--- src/epc_defs.vh ---
// Constants for the energy to pulse converter block
// ====================================================
`ifndef EPC_DEFS_VH
`define EPC_DEFS_VH

// ====================================================
// Field positions
`define EPC_PICK_LSB 0
`define EPC_KIND_LSB 0
`define EPC_DIS_LSB 9
`define EPC_LATCH_LSB 12
`define EPC_STROBE_SEL_BIT 2
`define EPC_FIELD_W 3

// ====================================================
// Reset values
`define EPC_COMPUTE_RESET 9'h1ff
`define EPC_PULSE_MODE_RESET 15'h0ea0
`define EPC_DIVIDER_RESET 16'h0000
`define EPC_CONFIG_RESET 1'b0

// ====================================================
// Power kind codes
`define EPC_KIND_ACTIVE 3'h0
`define EPC_KIND_APPARENT 3'h2
`define EPC_KIND_FUND_ACTIVE 3'h3
`define EPC_KIND_FUND_REACTIVE 3'h4

// ====================================================
// Timing
`define EPC_CLOCK_KHZ 50000
`define EPC_CLOCK_PERIOD_NS 20
`define EPC_LOW_HOLD_MS 80
`define EPC_LONG_PERIOD_MS 160
`define EPC_MIN_LOW_NS 1000

`endif

--- src/epc_energy_pulse.v ---
// Three energy to frequency converters with pin sharing and status
`include "epc_defs.vh"
`default_nettype none

module epc_energy_pulse #(
	parameter PW = 24, // Phase power width
	parameter AW = 32, // First stage accumulator width
	parameter CW = 23, // Pulse timer width
	// Fixed low time for slow pulse trains
	parameter [CW-1:0] LOW_HOLD_CYCLES = `EPC_LOW_HOLD_MS * `EPC_CLOCK_KHZ,
	// Period above which the fixed low time applies
	parameter [CW-1:0] LONG_PERIOD_CYCLES = `EPC_LONG_PERIOD_MS * `EPC_CLOCK_KHZ
) (
	input wire clock,
	input wire rst,
	// Register writes
	input wire [15:0] write_data,
	input wire write_compute_mode,
	input wire write_pulse_mode,
	input wire [2:0] write_divider,
	input wire write_config,
	// Status clear, write one to clear
	input wire [2:0] status_clear,
	input wire [2:0] interrupt_mask_zero,
	// Phase powers, {C, B, A}
	input wire [3*PW-1:0] power_total_active,
	input wire [3*PW-1:0] power_apparent,
	input wire [3*PW-1:0] power_fund_active,
	input wire [3*PW-1:0] power_fund_reactive,
	input wire dsp_update_tick,
	input wire [AW-2:0] stage_threshold,
	// Shared pin sources
	input wire harmonic_update_strobe,
	input wire fast_capture_port,
	input wire fast_capture_clock,
	// Pins
	output reg pulse_out_one,
	output reg pulse_out_two,
	output reg pulse_out_three,
	output reg [2:0] event_status_zero,
	output reg interrupt_line_zero_n,
	// Accumulator latch strobes per kind
	output reg latch_total_active,
	output reg latch_apparent,
	output reg latch_fund_active,
	output reg latch_fund_reactive
);

	// Minimum low time, rounded up to whole cycles
	localparam [CW-1:0] MIN_LOW_CYCLES =
		(`EPC_MIN_LOW_NS + `EPC_CLOCK_PERIOD_NS - 1) / `EPC_CLOCK_PERIOD_NS;

	// ====================================================
	// Configuration registers
	reg [8:0] compute_mode_register; // Phase picks
	reg [14:0] pulse_mode_register; // Kinds, disables, latches
	reg [47:0] pulse_divider; // Three dividers
	reg second_pin_strobe_select; // Pin two source

	// Register writes
	always @(posedge clock or posedge rst) begin
		if (rst) begin
			compute_mode_register <= `EPC_COMPUTE_RESET;
			pulse_mode_register <= `EPC_PULSE_MODE_RESET;
			pulse_divider <= {3{`EPC_DIVIDER_RESET}};
			second_pin_strobe_select <= `EPC_CONFIG_RESET;
		end else begin
			if (write_compute_mode) begin
				compute_mode_register <= write_data[8:0];
			end
			if (write_pulse_mode) begin
				pulse_mode_register <= write_data[14:0];
			end
			if (write_divider[0]) begin
				pulse_divider[15:0] <= write_data;
			end
			if (write_divider[1]) begin
				pulse_divider[31:16] <= write_data;
			end
			if (write_divider[2]) begin
				pulse_divider[47:32] <= write_data;
			end
			if (write_config) begin
				second_pin_strobe_select <= write_data[`EPC_STROBE_SEL_BIT];
			end
		end
	end

	// ====================================================
	// Converters
	wire [2:0] conv_level; // Raw converter outputs
	wire [2:0] fall_evt; // Converter falling edges
	wire [11:0] latch_hit; // Kind hits per converter

	genvar gi;
	generate
		for (gi = 0; gi < 3; gi = gi + 1) begin : conv
			// Per converter fields
			wire [2:0] pick = compute_mode_register[`EPC_PICK_LSB+3*gi +: `EPC_FIELD_W];
			wire [2:0] kind = pulse_mode_register[`EPC_KIND_LSB+3*gi +: `EPC_FIELD_W];
			wire latch_en = pulse_mode_register[`EPC_LATCH_LSB+gi];
			wire [15:0] div = pulse_divider[16*gi +: 16];
			// Zero divider counts as one
			wire [15:0] n_eff = (div == 16'h0000) ? 16'h0001 : div;
			// Low span in first stage pulses, half the divider rounded up
			wire [15:0] half = {1'b0, n_eff[15:1]} + {15'h0000, n_eff[0]};
			reg [3*PW-1:0] sel_bus; // Chosen power kind
			reg [3:0] kind_hot; // One-hot of kind
			wire signed [PW+1:0] pa;
			wire signed [PW+1:0] pb;
			wire signed [PW+1:0] pc;
			wire signed [PW+1:0] psum;
			wire signed [AW-1:0] next_acc;
			wire signed [AW-1:0] thr;
			reg signed [AW-1:0] acc; // First stage energy
			reg stage_pulse; // First stage output
			reg [15:0] div_cnt; // Second stage count
			reg level; // Converter output
			reg [CW-1:0] hold_cnt; // Cycles since fall
			reg long_mode; // Last period was long
			reg fall; // Falling edge pulse

			// Kind decode, reserved codes feed nothing
			always @* begin
				sel_bus = {3*PW{1'b0}};
				kind_hot = 4'h0;
				case (kind)
					`EPC_KIND_ACTIVE: begin
						sel_bus = power_total_active;
						kind_hot = 4'h1;
					end
					`EPC_KIND_APPARENT: begin
						sel_bus = power_apparent;
						kind_hot = 4'h2;
					end
					`EPC_KIND_FUND_ACTIVE: begin
						sel_bus = power_fund_active;
						kind_hot = 4'h4;
					end
					`EPC_KIND_FUND_REACTIVE: begin
						sel_bus = power_fund_reactive;
						kind_hot = 4'h8;
					end
					default: begin
						sel_bus = {3*PW{1'b0}};
						kind_hot = 4'h0;
					end
				endcase
			end

			// Sum of picked phases
			assign pa = pick[0] ? {{2{sel_bus[PW-1]}}, sel_bus[PW-1:0]} : {PW+2{1'b0}};
			assign pb = pick[1] ? {{2{sel_bus[2*PW-1]}}, sel_bus[2*PW-1:PW]} : {PW+2{1'b0}};
			assign pc = pick[2] ? {{2{sel_bus[3*PW-1]}}, sel_bus[3*PW-1:2*PW]} : {PW+2{1'b0}};
			assign psum = pa + pb + pc;
			assign next_acc = acc + {{AW-PW-2{psum[PW+1]}}, psum};
			assign thr = {1'b0, stage_threshold};

			// First stage: threshold accumulation per DSP tick
			always @(posedge clock or posedge rst) begin
				if (rst) begin
					acc <= {AW{1'b0}};
					stage_pulse <= 1'b0;
				end else begin
					stage_pulse <= 1'b0;
					if (pick == 3'h0 || thr == {AW{1'b0}}) begin
						// Nothing picked, nothing emitted
						acc <= {AW{1'b0}};
					end else if (dsp_update_tick) begin
						if (next_acc >= thr) begin
							acc <= next_acc - thr;
							stage_pulse <= 1'b1;
						end else if (next_acc <= -thr) begin
							// Negative energy also yields pulses
							acc <= next_acc + thr;
							stage_pulse <= 1'b1;
						end else begin
							acc <= next_acc;
						end
					end
				end
			end

			// Second stage: divide and shape the pulse
			always @(posedge clock or posedge rst) begin
				if (rst) begin
					div_cnt <= 16'h0000;
					level <= 1'b1;
					hold_cnt <= {CW{1'b0}};
					long_mode <= 1'b1;
					fall <= 1'b0;
				end else begin
					fall <= 1'b0;
					// Period timer saturates at the long limit
					if (hold_cnt < LONG_PERIOD_CYCLES) begin
						hold_cnt <= hold_cnt + {{CW-1{1'b0}}, 1'b1};
					end
					if (stage_pulse && div_cnt >= n_eff - 16'h0001) begin
						// Divider wrap starts a new pulse
						div_cnt <= 16'h0000;
						level <= 1'b0;
						fall <= level;
						hold_cnt <= {CW{1'b0}};
						long_mode <= (hold_cnt >= LONG_PERIOD_CYCLES);
					end else begin
						if (stage_pulse) begin
							div_cnt <= div_cnt + 16'h0001;
						end
						if (!level) begin
							if (long_mode) begin
								if (hold_cnt >= LOW_HOLD_CYCLES - {{CW-1{1'b0}}, 1'b1}) begin
									level <= 1'b1;
								end
							end else if (n_eff == 16'h0001) begin
								// Divider one leaves only a short strobe
								if (hold_cnt >= MIN_LOW_CYCLES - {{CW-1{1'b0}}, 1'b1}) begin
									level <= 1'b1;
								end
							end else if (stage_pulse && div_cnt + 16'h0001 >= half) begin
								level <= 1'b1;
							end
						end
					end
				end
			end

			assign conv_level[gi] = level;
			assign fall_evt[gi] = fall;
			// Latch only the selected kind when enabled
			assign latch_hit[4*gi +: 4] = (fall && latch_en) ? kind_hot : 4'h0;
		end
	endgenerate

	// ====================================================
	// Pins, status and latch strobes

	// Disabled pin holds high; shared functions override
	wire [2:0] pin_dis = pulse_mode_register[`EPC_DIS_LSB +: `EPC_FIELD_W];
	wire [3:0] latch_any = latch_hit[3:0] | latch_hit[7:4] | latch_hit[11:8];
	// Set wins over a clear in the same cycle
	wire [2:0] next_status = (event_status_zero & ~status_clear) | fall_evt;

	// Output registers
	always @(posedge clock or posedge rst) begin
		if (rst) begin
			pulse_out_one <= 1'b1;
			pulse_out_two <= 1'b1;
			pulse_out_three <= 1'b1;
			event_status_zero <= 3'h0;
			interrupt_line_zero_n <= 1'b1;
			latch_total_active <= 1'b0;
			latch_apparent <= 1'b0;
			latch_fund_active <= 1'b0;
			latch_fund_reactive <= 1'b0;
		end else begin
			pulse_out_one <= conv_level[0] | pin_dis[0];
			if (second_pin_strobe_select) begin
				pulse_out_two <= harmonic_update_strobe;
			end else begin
				pulse_out_two <= conv_level[1] | pin_dis[1];
			end
			if (fast_capture_port) begin
				pulse_out_three <= fast_capture_clock;
			end else begin
				pulse_out_three <= conv_level[2] | pin_dis[2];
			end
			// Events count even when the pin is disabled
			event_status_zero <= next_status;
			interrupt_line_zero_n <= ~|(next_status & interrupt_mask_zero);
			latch_total_active <= latch_any[0];
			latch_apparent <= latch_any[1];
			latch_fund_active <= latch_any[2];
			latch_fund_reactive <= latch_any[3];
		end
	end

endmodule

`default_nettype wire

--- config.mk ---
export PLATFORM = sky130hd
export DESIGN_NAME = epc_energy_pulse
export DESIGN_NICKNAME = d
export VERILOG_FILES = /design/src/epc_energy_pulse.v
export VERILOG_INCLUDE_DIRS = /design/src /design/src/src
export SDC_FILE = /design/constraint.sdc
export NUM_CORES = 2
export LEC_CHECK = 0
export BUFFER_PORTS_ARGS = -buffer_cell sky130_fd_sc_hd__buf_4
export CAP_MARGIN = 20
export CORE_MARGIN = 2
export CORE_UTILIZATION = 57
export CTS_CLUSTER_DIAMETER = 80
export DETAILED_ROUTE_END_ITERATION = 16
export PLACE_DENSITY_LB_ADDON = 0.3
export SLEW_MARGIN = 20
export SYNTH_ARGS = -nofsm -noshare
export SYNTH_HDL_FRONTEND = slang
export SYNTH_SLANG_ARGS = --single-unit
--- constraint.sdc ---
create_clock -name clock -period 8.99 [get_ports clock]
set_input_delay 0.4495 -clock clock [delete_from_list [all_inputs] [get_ports clock]]
set_output_delay 0.4495 -clock clock [all_outputs]
set_load 0.01 [all_outputs]
==> metrics.cfg <==
[pwr]
intPower_mw = 9.56
p_clk_frac = 0.090
p_sw_mw = 10.0
power_frac_seq = 0.106
p_sw_frac = 0.511
powerDensity_mw_per_mm2 = 351
ir_worst_vdd_mv = 0.395
combPwrFrac = 0.804
leakage_nw = 26.9

[yosys]
synth_edf_count = 0
yosys.area.top_type = dfrtp_1
synth-simple-area-share = 0.161
synth.avg_cell_area_sq_um = 7.89
synth_top_family_by_area = compound AO/OA/AOI/OAI gates
synth_xor_area_frac = 0.0798
synth_nets = 6762
synthCells = 5758
yosys.area_share.adder = 0.193
yosysUniqueCellTypes = 93
synth_compound_area_frac = 0.316
synthMuxAreaShare = 0.0221
ys_seq_area_frac = 0.171
ys_ff_latch = 309
netlist_area_sq_mm = 0.0454
synth_top_area_frac = 0.157
yosys_warnings = 0
async_flop_share = 1.00
synthTopCellsByArea = dfrtp_1, ha_1, a22o_1, o21ai_0, xnor2_1
synth_flop_cell = dfrtp_1

[timing]
min_period_over_period = 0.994
max-slew-margin-rel = 0.281
hold_viol = 0
setup_violations = 0
drv_slew = 0
fin_worst_skew_ps = 27.4
fmax_mhz = 112
period_needed_ps = 8930
worstMarginPinSlew_ps = 1070

[critical_path]
crit_start = pulse_mode_register[7]
cp-start-kind = flip-flop
worstPathRequired_ps = 9470
reg2reg_slack_ps = 60
reg2reg_depth = 38
critPathSlowestCell = fa_1
cp-end-kind = flip-flop
cpMostUsedCell = buf_4
crit_arrival_ps = 9410
crit_end = conv[2].acc[3]
crit-reg2reg-launch = pulse_mode_register[7]
rr_endpoint = conv[2].acc[3]
max_stage_delay_ps = 640
crit_fanout = 10
critPathKind = flip-flop to flip-flop

[global_route]
grt_pass1_wl_mm = 283
grt_antenna_before_repair = 13
grt_overflow = 0
grt_pass1_vias = 47234
grt_start_max_net_pins = 157
grt_util_all_layers = 0.443

[place]
finalWeightedCongestion = 1.11
dp_cells = 7409
place_area_sq_mm = 0.0527
hpwlAfterDp_mm = 153
port_buffers = 363

[layout]
area_delta_synth_final_pct = 22.8
final_util = 0.706
drive_above_1_share = 0.208
stdcell_count = 7550
final_nets = 7468
final_area_sq_mm = 0.0558

[die]
core_sq_mm = 0.0790
row_count = 103
fp.dieH_um = 286
dieArea_sq_mm = 0.0820
start_util = 0.575
dieWidth_um = 286
io_pins = 364

[detailed_routing]
routed_wl_mm = 194
drt-initial-drc-count = 6048
vias_per_cell = 6.71
vias = 50674
ant_nets = 0
drc = 0
dr.pass1.iters = 8
wire_per_inst_um = 25.7

[cts]
cts_num_sinks = 309
clk_latency_ps = 600
clkTransAtPathRegs_ps = 60
numCtsBuffers = 41
root_buffer = clkbuf_16
cts_buffer_depth = 3
h-tree-depth = 2
cts_tree = built

[hold_path]
hold_depth = 2
hold_class = input port to flip-flop

[run_status]
outcome = finished clean

[job]
cap_violations = 0

cells in the final DEF (no fill, tap or decap), types with 46 or more instances in the layout:
master / n
nand4_1: 70
nand2_1: 332
o21ai_0: 467
nand2b_1: 71
nand3_1: 177
xnor2_1: 264
fa_1: 80
a22o_1: 433
a21oi_1: 343
o21bai_1: 64
mux2_2: 71
ha_1: 555
and3_1: 63
buf_4: 895
nor3_1: 107
nor2b_1: 52
o21ai_1: 51
a21o_1: 181
o31ai_1: 46
nor2_1: 416
xor2_1: 129
clkbuf_16: 48
dfrtp_1: 278
inv_1: 399
what timing repair did:
item | in CTS | in global routing
gates resized for setup | 42 | 241
buffers inserted | 5 | 49
pin swaps | 10 | 94
endpoints found under the setup margin | 69 | 99
hold endpoints to repair | 81 | 0
gates cloned | 1 | 7
hold buffers | 1 | 0
metal layers:
metal / track usage / routed length (um) / vias up
met5: 0 / 76 / -
met4: 0.204 / 11300 / 10
met3: 0.120 / 24400 / 695
met2: 0.682 / 83800 / 3222
met1: 0.577 / 74000 / 24095
li1: - / - / 22652
worst max-delay path, delay by kind of cell, from the launching register on:
| kind | cells | cell delay (ps) |
|---|---|---|
| AO/OA/AOI/OAI | 15 | 3090 |
| XOR/XNOR | 1 | 180 |
| adder cells (fa/ha/maj) | 4 | 1590 |
| buffers and inverters | 7 | 1160 |
| flip-flops | 1 | 620 |
| multiplexers | 2 | 410 |
| AND/OR/NAND/NOR | 9 | 1740 |
final cells by class:
type / instances / area, sq um
Multi-Input combinational cell: 4757 / 36000
Fill cell: 6330 / 23200
Sequential cell: 309 / 7770
Timing Repair Buffer: 952 / 7750
Inverter: 403 / 1520
Tap cell: 1050 / 1310
Clock buffer: 47 / 1090
Clock inverter: 27 / 314
Antenna cell: 5 / 12.5
power by group through the flow:
stage	Sequential [mW]	Combinational (mW)	Clock [mW]
3_5_place_dp	2.07	14.7	0
3_3_place_gp	2.06	14.5	0
6_report	2.07	15.7	1.75
4_1_cts	2.05	14.9	1.75
2_1_floorplan	1.90	9.51	0
5_1_grt	2.10	17.0	1.81
logic make-up after synthesis:
logic type / after synthesis
flip-flops: 309
buffers and inverters: 693
AND/OR/NAND/NOR: 1507
XOR/XNOR: 413
AO/OA/AOI/OAI: 2094
multiplexers: 91
adder cells (fa/ha/maj): 651
cells in the mapped netlist, types with 53 or more instances:
cell / n
inv_1: 401
nor2_1: 423
o21ai_0: 515
ha_1: 567
nand3_1: 179
xnor2_1: 278
xor2_1: 134
nand2_1: 333
nand4_1: 70
mux2_2: 72
nand2b_1: 72
o21bai_1: 64
nor3_1: 114
a21oi_1: 375
clkbuf_1: 263
and3_1: 66
dfrtp_1: 285
a22o_1: 434
fa_1: 84
nor2b_1: 53
a21o_1: 181
how the worst min path moves through the flow:
stage	from	endpoint	slack [ps]
2_1_floorplan	second_pin_strobe_select	pulse_out_two	420
3_3_place_gp	second_pin_strobe_select	pulse_out_two	430
3_5_place_dp	second_pin_strobe_select	pulse_out_two	460
4_1_cts	interrupt_mask_zero[0]	interrupt_line_zero_n	5
5_1_grt	interrupt_mask_zero[0]	interrupt_line_zero_n	30
6_report	interrupt_mask_zero[0]	interrupt_line_zero_n	20
flip-flops by register name, summed over array words and instances (netlist names), 3 cells and up:
register	count
conv.fall	3
event_status_zero	3
conv.acc	96
conv.hold_cnt	69
conv.level	3
compute_mode_register	9
pulse_mode_register	15
conv.stage_pulse	3
conv.div_cnt	48
conv.long_mode	3
pulse_divider	48
metrics by stage:
| stage | hold slack (ps) | setup slack, ps | TNS, ps | power (mW) |
|---|---|---|---|---|
| global placement | 430 | -249 | -5390 | 16.5 |
| global route | 28.4 | -156 | -2290 | 20.9 |
| finish | 21.0 | 58.1 | 0 | 19.6 |
| CTS | 5.48 | -3.74 | -3.74 | 18.7 |
| floorplan | 420 | 35.8 | 0 | 11.4 |
| detailed placement | 460 | -507 | -17530 | 16.8 |
(Power assumes the default switching activity.)
